==> src/hw/relay_map.svh <==
// Register offsets, field positions, reset values and limits of the relay selector.
// Assumes a 16-bit plain register port with byte offsets on an 8-bit address.
`ifndef RELAY_MAP_SVH
`define RELAY_MAP_SVH

`define RELAY_ADDR_W 8
`define RELAY_DATA_W 16

`define RELAY_OFS_FUNC 8'h00
`define RELAY_OFS_THRESH 8'h04
`define RELAY_OFS_BAND 8'h08
`define RELAY_OFS_STATUS 8'h0c
`define RELAY_OFS_COUNT 8'h10

// Levels in tenths of a percent
`define RELAY_FUNC_RESET 4'h1
`define RELAY_FUNC_MAX 16'h000c
`define RELAY_THRESH_RESET 16'h03e8
`define RELAY_THRESH_MAX 16'h07d0
`define RELAY_BAND_RESET 16'h0000
`define RELAY_BAND_MAX 16'h03e8

// Fieldbus control word bit that drives the relay
`define RELAY_CTRL_BIT 8

// Status register fields
`define RELAY_ST_COIL 0
`define RELAY_ST_CMP_LSB 1
`define RELAY_ST_CMP_MSB 5
`define RELAY_ST_REJECT 6
`define RELAY_ST_FIRE 7
`define RELAY_ST_TRIP 8

`endif

==> src/hw/relay_pkg.sv <==
// Types shared by the relay output selector and its threshold comparator.
// Assumes relay_map.svh supplies all numeric constants.
package relay_pkg;

  typedef logic [15:0] level_t;

  typedef enum logic [3:0] {
    FN_RUNNING = 4'h0,
    FN_HEALTHY = 4'h1,
    FN_AT_SPEED = 4'h2,
    FN_TRIPPED = 4'h3,
    FN_FREQ_HI = 4'h4,
    FN_CURR_HI = 4'h5,
    FN_FREQ_LO = 4'h6,
    FN_CURR_LO = 4'h7,
    FN_AIN2_HI = 4'h8,
    FN_READY = 4'h9,
    FN_FIRE = 4'ha,
    FN_FREQ_HI_NOFIRE = 4'hb,
    FN_FIELDBUS = 4'hc
  } relay_func_e;

  // Comparator channel order
  typedef enum logic [2:0] {
    CMP_FREQ_HI = 3'h0,
    CMP_CURR_HI = 3'h1,
    CMP_FREQ_LO = 3'h2,
    CMP_CURR_LO = 3'h3,
    CMP_AIN2_HI = 3'h4
  } cmp_chan_e;

  typedef struct packed {
    logic running;
    logic healthy;
    logic at_speed;
    logic tripped;
    logic ready;
    logic fire_mode;
    level_t out_freq;
    level_t motor_current;
    level_t ain2_level;
    logic [15:0] ctrl_word;
  } drive_status_s;

endpackage : relay_pkg

==> src/hw/relay_compare.sv <==
// Threshold comparator with hysteresis for one drive quantity.
// Assumes value, threshold and band share one unit and come from the same clock.
`include "relay_map.svh"

module relay_compare
  import relay_pkg::*;
#(
  parameter bit BELOW = 1'b0
)
(
  input wire logic clock_in,
  input wire logic arst_n_in,
  input wire level_t value_in,
  input wire level_t threshold_in,
  input wire level_t band_in,
  output logic active_out
);

  logic [16:0] value_plus_band;
  logic [16:0] thresh_plus_band;
  logic set_cond;
  logic clear_cond;

  assign value_plus_band = {1'b0, value_in} + {1'b0, band_in};
  assign thresh_plus_band = {1'b0, threshold_in} + {1'b0, band_in};

  always_comb
  begin
    if (BELOW)
    begin
      set_cond = value_in < threshold_in;
      clear_cond = {1'b0, value_in} >= thresh_plus_band;
    end
    else
    begin
      set_cond = value_in >= threshold_in;
      clear_cond = value_plus_band < {1'b0, threshold_in};
    end
  end

  // Between the two edges the state holds
  always_ff @(posedge clock_in or negedge arst_n_in)
  begin
    if (!arst_n_in)
      active_out <= 1'b0;
    else if (set_cond)
      active_out <= 1'b1;
    else if (clear_cond)
      active_out <= 1'b0;
  end

endmodule : relay_compare

==> src/hw/relay_output_selector.sv <==
// Relay output selector: picks the drive condition that energises the relay coil.
// Assumes drive status comes from core logic on clock_in, so it needs no synchroniser.
//
// Chosen here: the plain strobed port and the address map.
`include "relay_map.svh"

module relay_output_selector
  import relay_pkg::*;
(
  input wire logic clock_in,
  input wire logic arst_n_in,
  input wire drive_status_s drive_in,
  input wire logic [`RELAY_ADDR_W-1:0] addr_in,
  input wire logic [`RELAY_DATA_W-1:0] wdata_in,
  input wire logic wr_in,
  input wire logic rd_in,
  output logic [`RELAY_DATA_W-1:0] rdata_out,
  output level_t threshold_out,
  output logic [4:0] compare_out,
  output logic relay_coil_out
);

  localparam int NUM_CMP = 5;

  relay_func_e func_sel;
  level_t threshold;
  level_t band;
  logic reject;
  logic [15:0] toggle_count;
  logic relay;
  logic next_relay;
  logic cond;
  logic [NUM_CMP-1:0] cmp_active;
  level_t cmp_value [NUM_CMP];

  // Write decode
  logic wr_func;
  logic wr_thresh;
  logic wr_band;
  logic wr_status;
  logic wr_count;
  logic func_ok;
  logic thresh_ok;
  logic band_ok;
  logic bad_write;
  logic relay_changes;

  assign wr_func = wr_in && (addr_in == `RELAY_OFS_FUNC);
  assign wr_thresh = wr_in && (addr_in == `RELAY_OFS_THRESH);
  assign wr_band = wr_in && (addr_in == `RELAY_OFS_BAND);
  assign wr_status = wr_in && (addr_in == `RELAY_OFS_STATUS);
  assign wr_count = wr_in && (addr_in == `RELAY_OFS_COUNT);

  // Out-of-range values are refused and flagged
  assign func_ok = wdata_in <= `RELAY_FUNC_MAX;
  assign thresh_ok = wdata_in <= `RELAY_THRESH_MAX;
  assign band_ok = wdata_in <= `RELAY_BAND_MAX;

  assign bad_write = (wr_func && !func_ok)
    || (wr_thresh && !thresh_ok)
    || (wr_band && !band_ok);

  // Function select register
  always_ff @(posedge clock_in or negedge arst_n_in)
  begin
    if (!arst_n_in)
      func_sel <= relay_func_e'(`RELAY_FUNC_RESET);
    else if (wr_func && func_ok)
      func_sel <= relay_func_e'(wdata_in[3:0]);
  end

  // Threshold register
  always_ff @(posedge clock_in or negedge arst_n_in)
  begin
    if (!arst_n_in)
      threshold <= `RELAY_THRESH_RESET;
    else if (wr_thresh && thresh_ok)
      threshold <= wdata_in;
  end

  // Hysteresis band register
  always_ff @(posedge clock_in or negedge arst_n_in)
  begin
    if (!arst_n_in)
      band <= `RELAY_BAND_RESET;
    else if (wr_band && band_ok)
      band <= wdata_in;
  end

  // Sticky reject flag; a new refusal wins over the clear
  always_ff @(posedge clock_in or negedge arst_n_in)
  begin
    if (!arst_n_in)
      reject <= 1'b0;
    else if (bad_write)
      reject <= 1'b1;
    else if (wr_status && wdata_in[`RELAY_ST_REJECT])
      reject <= 1'b0;
  end

  // Threshold is shared with the analog output selector
  assign threshold_out = threshold;

  // Comparator inputs in channel order
  always_comb
  begin
    cmp_value[CMP_FREQ_HI] = drive_in.out_freq;
    cmp_value[CMP_CURR_HI] = drive_in.motor_current;
    cmp_value[CMP_FREQ_LO] = drive_in.out_freq;
    cmp_value[CMP_CURR_LO] = drive_in.motor_current;
    cmp_value[CMP_AIN2_HI] = drive_in.ain2_level;
  end

  // One hysteresis comparator per threshold condition
  for (genvar i = 0; i < NUM_CMP; i++)
  begin : g_cmp
    relay_compare #(
      .BELOW((i == CMP_FREQ_LO) || (i == CMP_CURR_LO))
    ) u_cmp (
      .clock_in(clock_in),
      .arst_n_in(arst_n_in),
      .value_in(cmp_value[i]),
      .threshold_in(threshold),
      .band_in(band),
      .active_out(cmp_active[i])
    );
  end

  assign compare_out = cmp_active;

  // Condition chosen by the function select
  always_comb
  begin
    unique case (func_sel)
      FN_RUNNING:
        cond = drive_in.running;
      FN_HEALTHY:
        cond = drive_in.healthy && !drive_in.tripped;
      FN_AT_SPEED:
        cond = drive_in.at_speed;
      FN_TRIPPED:
        cond = drive_in.tripped;
      FN_FREQ_HI:
        cond = cmp_active[CMP_FREQ_HI];
      FN_CURR_HI:
        cond = cmp_active[CMP_CURR_HI];
      FN_FREQ_LO:
        cond = cmp_active[CMP_FREQ_LO];
      FN_CURR_LO:
        cond = cmp_active[CMP_CURR_LO];
      FN_AIN2_HI:
        cond = cmp_active[CMP_AIN2_HI];
      FN_READY:
        cond = drive_in.ready && !drive_in.tripped;
      FN_FIRE:
        cond = drive_in.fire_mode;
      FN_FREQ_HI_NOFIRE:
        cond = cmp_active[CMP_FREQ_HI];
      FN_FIELDBUS:
        cond = drive_in.ctrl_word[`RELAY_CTRL_BIT];
      default:
        cond = 1'b0;
    endcase
  end

  // Setting 11 freezes the relay while fire mode is active
  always_comb
  begin
    if (func_sel == FN_FREQ_HI_NOFIRE && drive_in.fire_mode)
      next_relay = relay;
    else
      next_relay = cond;
  end

  // Relay coil drive; high closes the contacts
  always_ff @(posedge clock_in or negedge arst_n_in)
  begin
    if (!arst_n_in)
      relay <= 1'b0;
    else
      relay <= next_relay;
  end

  assign relay_coil_out = relay;

  // Contact operation counter, saturating; a write restarts it at 0, or at 1 if the relay changes in that cycle
  assign relay_changes = next_relay != relay;

  always_ff @(posedge clock_in or negedge arst_n_in)
  begin
    if (!arst_n_in)
      toggle_count <= 16'h0000;
    else if (wr_count)
      toggle_count <= {15'h0000, relay_changes};
    else if (relay_changes && toggle_count != 16'hffff)
      toggle_count <= toggle_count + 16'h0001;
  end

  // Read data one cycle after the strobe, zero elsewhere
  always_ff @(posedge clock_in or negedge arst_n_in)
  begin
    if (!arst_n_in)
      rdata_out <= 16'h0000;
    else if (rd_in)
    begin
      unique case (addr_in)
        `RELAY_OFS_FUNC:
          rdata_out <= {12'h000, func_sel};
        `RELAY_OFS_THRESH:
          rdata_out <= threshold;
        `RELAY_OFS_BAND:
          rdata_out <= band;
        `RELAY_OFS_STATUS:
        begin
          rdata_out <= 16'h0000;
          rdata_out[`RELAY_ST_COIL] <= relay;
          rdata_out[`RELAY_ST_CMP_MSB:`RELAY_ST_CMP_LSB] <= cmp_active;
          rdata_out[`RELAY_ST_REJECT] <= reject;
          rdata_out[`RELAY_ST_FIRE] <= drive_in.fire_mode;
          rdata_out[`RELAY_ST_TRIP] <= drive_in.tripped;
        end
        `RELAY_OFS_COUNT:
          rdata_out <= toggle_count;
        default:
          rdata_out <= 16'h0000;
      endcase
    end
    else
      rdata_out <= 16'h0000;
  end

endmodule : relay_output_selector

==> config.mk <==
export PLATFORM = sky130hd
export DESIGN_NAME = relay_output_selector
export DESIGN_NICKNAME = d
export VERILOG_FILES = /design/src/hw/relay_pkg.sv /design/src/hw/relay_compare.sv /design/src/hw/relay_output_selector.sv
export VERILOG_INCLUDE_DIRS = /design/src /design/src/hw
export SDC_FILE = /design/constraint.sdc
export NUM_CORES = 1
export LEC_CHECK = 0
export ABC_AREA = 1
export ABC_CLOCK_PERIOD_IN_PS = 3800
export BUFFER_PORTS_ARGS = -buffer_cell sky130_fd_sc_hd__clkbuf_2
export CAP_MARGIN = 20
export CORE_AREA = 3 3 131 133
export DETAILED_ROUTE_END_ITERATION = 10
export DIE_AREA = 0 0 134 136
export PLACE_DENSITY = 0.84
export SYNTH_ARGS = -nofsm -noshare
export SYNTH_HDL_FRONTEND = slang
export SYNTH_SLANG_ARGS = --single-unit
export TNS_END_PERCENT = 1
==> constraint.sdc <==
create_clock -name clock_in -period 3.8 [get_ports clock_in]
set_clock_uncertainty 0.1 [all_clocks]
set_input_delay 0.19 -clock clock_in [delete_from_list [all_inputs] [get_ports clock_in]]
set_output_delay 0.19 -clock clock_in [all_outputs]
set_load 0.02 [all_outputs]
* Word level (Yosys, flattened, before mapping) *
Index checks and enable logic that the tools add are counted.

word-level totals
  input bits = 98
  flip-flop bits (word level) = 75
  word-level logic and storage cells = 98
  output and inout port bits = 38

operators by class
  multiplexer cells = 18
  $add $sub $neg = 5
  reductions and logical operators = 32
  equal/unequal tests = 18
  order comparisons = 13

operators with widths
  cell                                                   number
  case mux 16 bit (5 select lines)                       1
  adder 16 x 16 -> 17 bit                                4
  < comparator 17 x 16 -> 1 bit                          3
  greater-or-equal comparator 16 bit                     3
  2-to-1 mux 16 bit                                      3
  greater-or-equal comparator 16 x 17 -> 1 bit           2
  < comparator 16 bit                                    2
  == test 4 bit, second input constant                   5
  adder 16 x 1 -> 16 bit, second input constant          1
  == test 4 x 3 -> 1 bit, second input constant          4
  == test 8 x 4 -> 1 bit, second input constant          2
  <= comparator 16 x 10 -> 1 bit, second input constant  1
  <= comparator 16 x 11 -> 1 bit, second input constant  1
  <= comparator 16 x 4 -> 1 bit, second input constant   1
  logical AND 1 bit                                      16
  inequality test 16 bit, second input constant          1
  nonzero test 2 bit                                     7
  2-to-1 mux 1 bit                                       13
  case mux 1 bit (12 select lines)                       1
  == test 4 x 2 -> 1 bit, second input constant          2
  == test 8 x 3 -> 1 bit, second input constant          1
  == test 8 x 5 -> 1 bit, second input constant          1
  logical NOT 8 bit                                      1
  == test 4 x 1 -> 1 bit, second input constant          1
  other kinds (5)                                        9

* Longest topological paths before layout *
Gate-level depths: netlist (run 1).

  word-level depth = 8
  depth in mapped cells = 23
  mapped depth without buffers = 23

* Modules after synthesis *
Synthesis (run 1) repeated with hierarchy kept, for this count alone.

unflattened totals
  cells, all modules = 1682
  area total of the unflattened synthesis = 11458.5 sq um

by module, submodules not included
  module                              cells an instance  times used  sequential area each (sq um)  area each (sq um)
  relay_output_selector               475                1           1760.4                        3676.0
  relay_compare (g_cmp[1].u_cmp ...)  233                2           25.0                          1534.0
  relay_compare (g_cmp[2].u_cmp)      252                1           25.0                          1587.8
  relay_compare (g_cmp[3].u_cmp)      250                1           25.0                          1569.0
  relay_compare (g_cmp[0].u_cmp)      239                1           25.0                          1557.7

* Least setup slack after synthesis (run 1) *
No wires, ideal clock.

  kind = register -> register
  start point = register threshold[6] (netlist: threshold_out[6])
  end point = register g_cmp[2].u_cmp.active_out
  buffers on the path = 0
  setup slack = 0.625 ns
  clock period less this slack = 3.175 ns
  cell stages (with the launch flop) = 24
  library setup time = 0.125 ns
  data arrival time = 2.950 ns
  data required time = 3.575 ns
  cell sequence = dfstp_2 ha_1 nand2_1 inv_1 nand2_1 nand2_1 nand2_1 nand3_1 nand2_1 nand2_1 a21oi_1 nor2_1 o21ai_0 nand2_1 nand2_1 nand2_1 ha_1 nand3_1 nor4_1 nand3_1 o21bai_1 a21oi_1 nand2_1 nand2_1

on the way
  longest elaborated chain between the ends = 3
  elaborated cells on any way between the ends = 5
  those cells by class = 1 x add/sub; 2 x order compare; 1 x mux; 1 x reduce/logical

RTL lines
  what                                          line                         text
  start: declaration                            relay_output_selector.sv:26  level_t threshold;
  start signal: assignment                      relay_output_selector.sv:76  threshold <= `RELAY_THRESH_RESET;
  start signal: assignment                      relay_output_selector.sv:78  threshold <= wdata_in;
  adder 16 x 16 -> 17 bit                       n/a
  greater-or-equal comparator 16 x 17 -> 1 bit  relay_compare.sv:32          clear_cond = {1'b0, value_in} >= thresh_plus_band;
  nonzero test 2 bit (no source line)           n/a
  end signal: assignment                        relay_compare.sv:45          active_out <= 1'b0;
  end signal: assignment                        relay_compare.sv:47          active_out <= 1'b1;
  end signal: assignment                        relay_compare.sv:49          active_out <= 1'b0;
  end: declaration                              relay_compare.sv:16          output logic active_out

Several ways; a longest one is shown, not always the timed one.
A chain may end at the register's enable or synchronous reset.

* Worst setup path after layout (run 1) *
  start point = register band[0]
  end point = register g_cmp[1].u_cmp.active_out

on the way
  longest elaborated chain between the ends = 3

RTL lines
  what                                 line                         text
  start: declaration                   relay_output_selector.sv:27  level_t band;
  start signal: assignment             relay_output_selector.sv:85  band <= `RELAY_BAND_RESET;
  start signal: assignment             relay_output_selector.sv:87  band <= wdata_in;
  adder 16 x 16 -> 17 bit              n/a
  < comparator 17 x 16 -> 1 bit        relay_compare.sv:37          clear_cond = value_plus_band < {1'b0, threshold_in};
  nonzero test 2 bit (no source line)  n/a
  end signal: assignment               relay_compare.sv:45
  end signal: assignment               relay_compare.sv:47
  end signal: assignment               relay_compare.sv:49
  end: declaration                     relay_compare.sv:16

Every way passes these cells.

==> flow_metrics.tcl, run 1 <==
set metrics [dict create \
    run_status "finished clean" \
    period_needed_ns 3.54 \
    final_net_count 1740 \
    swShare_pct 30.4 \
    share_clk_of_total_power_pct 42.5 \
    antenna_cells 0 \
    setup_viol_count_final 0 \
    drt_pre_antenna_iters 5 \
    yosysWarnings 0 \
    die_height_um 136 \
    post_synth_edffs 0 \
    fp-row-count 46 \
    die-width_um 134 \
    remaining_drc_errors 0 \
    seqPwrFrac_pct 38.3 \
    fin_crit_sh_pct 93.0 \
    clkLatencyLatePin_ns 0.35 \
    grt_start_max_net_pins 76 \
    count_of_vias_placed_by_the_detailed_router 9894 \
    whs_ns 0.0118 \
    routed_via_density 5.91 \
    multiInputGateArea_um2 6890 \
    yosysTopAreaCellShare_pct 24.4 \
    synth.yosys.seq_area_share_pct 19.7 \
    launch_point_of_the_worst_hold_path "wdata_in[3]" \
    pre_cts_ws_ns 0.116 \
    wl_per_cell_um 18.1 \
    grt_pass1_vias 9460 \
    place_hpwl_mm 24.8 \
    filler_cell_count 1409 \
    yosys-top-cells-area "sky130_fd_sc_hd__ha_1, sky130_fd_sc_hd__dfrtp_1, sky130_fd_sc_hd__nand2_1, sky130_fd_sc_hd__inv_1, sky130_fd_sc_hd__a21oi_1" \
    clock_buffers_created_by_tritoncts 9 \
    postSynthRegisterBits 75 \
    timing.final.max_slew_violations 0 \
    critical_path.reg2reg.startpoint "band[0]$_DFFE_PN0P_" \
    initial_core_util_pct 59.9 \
    timing.reg2reg.setup_slack_ns 0.26 \
    timing.max_cap.violations 0 \
    fmax_ghz 0.283 \
    layout-drive-gt1-share_pct 14.2 \
    htree_num_levels 3 \
    synth.net_count 1602 \
    area_growth_syn_to_layout_pct 13.9 \
    grt_overflow_total 0 \
    hold_class "in -> reg" \
    post-synth-top-count-cell "sky130_fd_sc_hd__nand2_1" \
    cellPowerDensity_nw_per_um2 194 \
    power.static_leakage_nw 5.99 \
    cell_area_after_placement_um2 10400 \
    synthDistinctLibCells 51 \
    startpoint_to_endpoint_class_of_the_critical_path "reg -> reg" \
    first_pass_grt_wire_length_mm 46.9 \
    worst_pin_slew_ns 1.00 \
    cp.required_ns 3.93 \
    clockRootBuffer "sky130_fd_sc_hd__clkbuf_16" \
    mappedNetlistArea_um2 9550 \
    yosysTopAreaCell "sky130_fd_sc_hd__ha_1" \
    p_switching_mw 0.641 \
    commonest_cells_in_the_synthesized_netlist "sky130_fd_sc_hd__nand2_1, sky130_fd_sc_hd__ha_1, sky130_fd_sc_hd__inv_1" \
    ir_worst_vdd_v 0.000174 \
    grt.total_usage_pct 32.8 \
    layout_setup_ws_ns 0.264 \
    timing_hold_violations_final 0 \
    pwr-share-comb_pct 19.2 \
    port_buffers 120 \
    number_of_routed_nets_with_antenna_violations 0 \
    design_area_um2 10900 \
    wl_mm 30.3 \
    clock_net_sink_count 75 \
    clock_tree_from_tritoncts "yes" \
    timing.max_slew.rel_slack_pct 33.1 \
    critical_path.max_fanout 6 \
    path_clk_slew_ns 0.07 \
    postSynthCellCount 1314 \
    core_area_um2 15900 \
    cp.arrival_ns 3.67 \
    internal_power_mw 1.47 \
    drtIter0Drc 777 \
    combined_flip_flop_and_latch_cell_area_um2 1890 \
    main_flop_type_after_synthesis "sky130_fd_sc_hd__dfrtp_1" \
    setup.worst_path.start_class "register" \
    grt_antenna_before_repair 1 \
    design.die.area_um2 18200 \
    postSynthAreaPerCell_um2 7.27 \
    async_flop_share_pct 100 \
    clk_path_buf_depth 2 \
    top_level_ports 136 \
    end_kind "register" \
    place_congestion 0.995 \
    setup.worst_path.start "band[0]$_DFFE_PN0P_" \
]
==> power groups by stage <==
stage | Clock, mW | Combinational (mW) | Sequential [mW]
floorplan | 0 | 0.232 | 0.823
global placement | 0 | 0.381 | 0.823
detailed placement | 0 | 0.389 | 0.823
CTS | 0.901 | 0.398 | 0.808
global route | 0.937 | 0.454 | 0.808
finish | 0.897 | 0.404 | 0.809
==> state kept, by name, indices dropped and copies added, names as in the netlist <==
register                cells
band                       16
func_sel                    4
g_cmp.u_cmp.active_out      5
rdata_out                  16
reject                      1
relay_coil_out              1
threshold_out              16
toggle_count               16
==> kinds of logic (layout without fill, tap and decap cells) <==
group                    Yosys count  count (layout)  share of synthesized area (%)
AO/OA/AOI/OAI                    264             264                           16.1
XOR/XNOR                          67              67                           6.15
buffers and inverters            204             347                           8.44
AND/OR/NAND/NOR                  514             514                           24.3
adder cells (fa/ha/maj)          190             190                           25.2
flip-flops                        75              75                           19.7
==> what timing repair did <==
item / CTS / global route
setup buffers: 0 / 1
gates resized for setup: 0 / 15
hold buffers: 6 / 0
hold endpoints to repair: 75 / 0
endpoints found under the setup margin: 0 / 4
==> placed cells by master (no fill, tap or decap), types with 7 or more instances in the layout <==
cell type                   Yosys  final
sky130_fd_sc_hd__nand2_1      268    267
sky130_fd_sc_hd__ha_1         186    185
sky130_fd_sc_hd__inv_1        179    179
sky130_fd_sc_hd__clkbuf_2       0    119
sky130_fd_sc_hd__a21oi_1      120    117
sky130_fd_sc_hd__nor2_1        79     78
sky130_fd_sc_hd__nand3_1       68     68
sky130_fd_sc_hd__dfrtp_1       68     66
sky130_fd_sc_hd__xor2_1        56     56
sky130_fd_sc_hd__o21ai_0       56     52
sky130_fd_sc_hd__nand4_1       37     37
sky130_fd_sc_hd__nor3_1        27     27
sky130_fd_sc_hd__buf_4          8     20
sky130_fd_sc_hd__o21ai_1        8     12
sky130_fd_sc_hd__nand3_2       12     12
sky130_fd_sc_hd__o22ai_1       11     11
sky130_fd_sc_hd__xnor2_1       11     10
sky130_fd_sc_hd__a31oi_1       10     10
sky130_fd_sc_hd__clkbuf_16      0      9
sky130_fd_sc_hd__o221ai_1       7      7
sky130_fd_sc_hd__a221oi_1       7      7
sky130_fd_sc_hd__o2111ai_1      7      7
sky130_fd_sc_hd__dfstp_2        7      7
==> worst paths after layout <==
check | to | depth (start not counted)
setup / recovery | g_cmp[1].u_cmp.active_out$_DFFE_PN0P_ | 19
hold / removal | threshold_out[3]$_DFFE_PN1P_ | 3
setup reg to reg | g_cmp[1].u_cmp.active_out$_DFFE_PN0P_ | 19
hold reg to reg | toggle_count[1]$_DFFE_PN0P_ | 2
max in group asynchronous | band[0]$_DFFE_PN0P_ | 2
min in group asynchronous | toggle_count[10]$_DFFE_PN0P_ | 2
==> metrics by stage <==
step | setup TNS (ns) | power [mW] | instances | util, %
floorplan | 0 | 1.05 | 1314 | -
global placement | 0 | 1.20 | 1649 | 65.5
detailed placement | 0 | 1.21 | 1649 | 65.5
CTS | 0 | 2.11 | 1671 | 67.7
global route | -0.00479 | 2.20 | 1673 | 68.2
finish | 0 | 2.11 | 1673 | 68.2
==> worst max-delay path, cell delays in order (launching register included) <==
cell	delay (ns)
sky130_fd_sc_hd__dfrtp_2	0.45
sky130_fd_sc_hd__ha_1	0.20
sky130_fd_sc_hd__inv_1	0.06
sky130_fd_sc_hd__fa_1	0.39
sky130_fd_sc_hd__o21ai_0	0.19
sky130_fd_sc_hd__buf_4	0.16
sky130_fd_sc_hd__a21oi_1	0.13
sky130_fd_sc_hd__o21ai_1	0.27
sky130_fd_sc_hd__xor2_1	0.19
sky130_fd_sc_hd__ha_1	0.26
sky130_fd_sc_hd__a21oi_1	0.15
sky130_fd_sc_hd__nor3_1	0.07
sky130_fd_sc_hd__a211oi_1	0.22
sky130_fd_sc_hd__o21ai_0	0.17
sky130_fd_sc_hd__nand3_1	0.10
sky130_fd_sc_hd__nand2_1	0.05
sky130_fd_sc_hd__nand2_1	0.05
sky130_fd_sc_hd__nand3_1	0.10
sky130_fd_sc_hd__nand2_1	0.09
sky130_fd_sc_hd__nand2_1	0.05
==> cell type report <==
type                       instances  share of cell area, %
clock inverter                     5                  0.575
timing repair buffer             146                   7.66
sequential                        75                   17.4
tap                              216                   2.49
multi-input combinational       1035                   63.4
inverter                         185                   6.39
clock buffer                      11                   2.14
==> layer usage <==
metal | GRT usage (%) | wire length [µm] | vias to the layer above
met2 | 56.3 | 14300 | 422
li1 | - | - | 4807
met3 | 3.66 | 2200 | 96
met4 | 15.4 | 1320 | 2
met5 | 0 | 7 | -
met1 | 41.4 | 12500 | 4567
Power figures use the tool's default switching activity.
==> inputs of run 2 (changes only) <==
CELL_PAD_IN_SITES_DETAIL_PLACEMENT = 1   (was unset)
CELL_PAD_IN_SITES_GLOBAL_PLACEMENT = 1   (was unset)
CORE_AREA = 3 3 154 156   (was 3 3 131 133)
DIE_AREA = 0 0 157 159   (was 0 0 134 136)
GPL_TIMING_DRIVEN = 0   (was unset)
PLACE_DENSITY = 0.83   (was 0.84)
RECOVER_POWER = 100   (was unset)
==> run 2 against run 1 <==
Against the previous run: the flow now finishes with violations (max-capacitance violations, max-slew violations); design area is 0.68% higher; sequential cell count stayed put; die area is 37% higher; hold slack worse by 0.0055 ns; critical path depth is 1 lower; setup slack worse by 0.11 ns; register-to-register slack worse by 0.11 ns; cell count is 4.2% higher; highest routed layer is now met4.
==> flow_metrics.tcl, run 2 (same netlist as run 1, synthesis figures left out) <==
set metrics [dict create \
    peak_per_stage_delay_on_the_critical_path_ns 0.45 \
    clk_path_buf_depth 2 \
    top_level_ports 136 \
    clkLatencyLatePin_ns 0.35 \
    die_height_um 159 \
    fp-row-count 55 \
    timing.final.max_slew_violations 30 \
    period_needed_ns 3.64 \
    drt_pre_antenna_iters 4 \
    most-common-layout-cells "sky130_fd_sc_hd__nand2_1, sky130_fd_sc_hd__ha_1, sky130_fd_sc_hd__inv_1, sky130_fd_sc_hd__a21oi_1, sky130_fd_sc_hd__clkbuf_2" \
    hold_class "in -> reg" \
    filler_cell_count 2911 \
    count_of_vias_placed_by_the_detailed_router 9920 \
    clockRootBuffer "sky130_fd_sc_hd__clkbuf_16" \
    end_kind "register" \
    grt_setup_unrepaired "yes" \
    htree_num_levels 3 \
    final_net_count 1741 \
    cellPowerDensity_nw_per_um2 186 \
    fin_crit_sh_pct 95.9 \
    area_growth_syn_to_layout_pct 14.7 \
    run_status "finished, violations left" \
    number_of_routed_nets_with_antenna_violations 0 \
    clock_net_sink_count 75 \
    violations_in_the_final_reports "max-capacitance violations, max-slew violations" \
    cp.arrival_ns 3.77 \
    setup.worst_path.start_class "register" \
    cp.required_ns 3.92 \
    timing_hold_violations_final 0 \
    grt.total_usage_pct 27.2 \
    drtIter0Drc 439 \
    power.static_leakage_nw 5.86 \
    core_area_um2 22500 \
    fmax_ghz 0.274 \
    port_buffers 120 \
    wl_mm 34.5 \
    grt_pass1_vias 10700 \
    grt_start_max_net_pins 48 \
    first_pass_grt_wire_length_mm 54.3 \
    setup-tns-final_ns 0 \
    routed_via_density 5.69 \
    design.die.area_um2 25000 \
    cp_cell_sequence "ha_1 -> inv_1 -> fa_1 -> o21ai_4 -> nand2_1 -> nand2_1 -> a31oi_1 -> o21ai_2 -> nand3_1 -> nand2_1 -> xor2_1 -> ha_1 -> a21oi_1 -> o2111ai_1 -> a21oi_1 -> nand3_1 -> nand3_1 -> nand2_1" \
    initial_core_util_pct 42.4 \
    critPathSlowestCell "sky130_fd_sc_hd__dfrtp_2" \
    mostFrequentLayoutCell "sky130_fd_sc_hd__nand2_1" \
    clock_tree_from_tritoncts "yes" \
    worst_path_most_repeated_cell "sky130_fd_sc_hd__nand2_1" \
    clock_buffers_created_by_tritoncts 9 \
    timing.max_slew.rel_slack_pct -8.15 \
    timing.max_cap.violations 1 \
    ir_worst_vdd_v 0.000153 \
    grt_overflow_total 0 \
    final_util_pct 48.7 \
    startpoint_to_endpoint_class_of_the_critical_path "reg -> reg" \
    critical_path.max_fanout 5 \
    place_congestion 0.931 \
    wl_per_cell_um 19.8 \
    worst_pin_slew_ns 1.62 \
    antenna_cells 0 \
    place_hpwl_mm 28.9 \
    path_clk_slew_ns 0.06 \
    layout-drive-gt1-share_pct 13.4 \
    grt_antenna_before_repair 0 \
    die-width_um 157 \
    final-instance-count-excl-fill 1743 \
    remaining_drc_errors 0 \
    setup_viol_count_final 0 \
    place.detailed.instances 1720 \
]
run 2: changes by cell type in the layout (fill, tap and decap cells not counted), sizes merged:
cell | before | now
inv | 185 | 184
clkinvlp | 2 | 1
buf | 21 | 16
dlygate4sd3 | 6 | 3
bufinv | 1 | 0
clkinv | 2 | 7
clkbuf | 130 | 137
run 2: final cells by class:
class	count	area, µm²	share of cell area [%]
multi-input cells	1035	6990	63.9
inverters	185	694	6.34
plain buffers	19	111	1.02
clock inverters	7	45.0	0.411
well taps	285	357	3.26
flip-flops and latches	75	1900	17.3
repair buffers	128	629	5.75
clock buffers	9	225	2.06
run 2: repair_timing:
item	in CTS	in global routing
gates resized for setup	16	22
endpoints found under the hold margin	30	0
hold buffers	3	0
pin swaps	0	3
buffers inserted	0	4
endpoints found under the setup margin	5	5
run 2: path summary, 6_finish.rpt:
check	slack, ns	cells past startpoint	startpoint	end
max reg2reg	0.16	18	band[0]$_DFFE_PN0P_	g_cmp[4].u_cmp.active_out$_DFFE_PN0P_
max in group asynchronous	0.85	3	arst_n_in	band[2]$_DFFE_PN0P_
min reg2reg	0.44	2	toggle_count[8]$_DFFE_PN0P_	toggle_count[8]$_DFFE_PN0P_
max	0.16	18	band[0]$_DFFE_PN0P_	g_cmp[4].u_cmp.active_out$_DFFE_PN0P_
min	0.006	3	wdata_in[1]	func_sel[1]$_DFFE_PN0P_
min in group asynchronous	0.68	2	arst_n_in	toggle_count[7]$_DFFE_PN0P_
run 2: report_power, final:
part | leakage [nW] | switching [mW] | internal [mW] | total [mW]
clock | 0.135 | 0.369 | 0.440 | 0.809
combinational | 4.83 | 0.264 | 0.152 | 0.416
sequential | 0.896 | 0.00582 | 0.804 | 0.810
total | 5.86 | 0.639 | 1.40 | 2.03
run 2: routing by layer:
layer | track usage (%) | share of wire [%] | up-vias
li1 | - | - | 4811
met1 | 33.4 | 43 | 4810
met2 | 48.8 | 50 | 232
met3 | 3.32 | 3.8 | 67
met4 | 9.03 | 3.3 | 0
met5 | 0 | 0 | -
run 2: through the flow:
step                      total power [mW]  hold WS [ns]  setup slack (ns)  cell area [µm²]
after CTS                             2.05        0.0103           0.00191            10900
final                                 2.03       0.00631             0.156            10900
after global placement                1.21         0.330            -0.315            10500
after floorplan                       1.05        -0.206             0.625             9550
after global routing                  2.14        0.0280           -0.0434            10900
after detailed placement              1.23        0.0925            -0.366            10500
run 2: critical path: cells and delay by family (launching register included):
family,cells,cell delay [ns]
xor+xnor,1,0.17
flops,1,0.45
simple gates,7,0.65
compound gates,6,1.14
buf+inv,1,0.07
fa+ha+maj,3,0.94
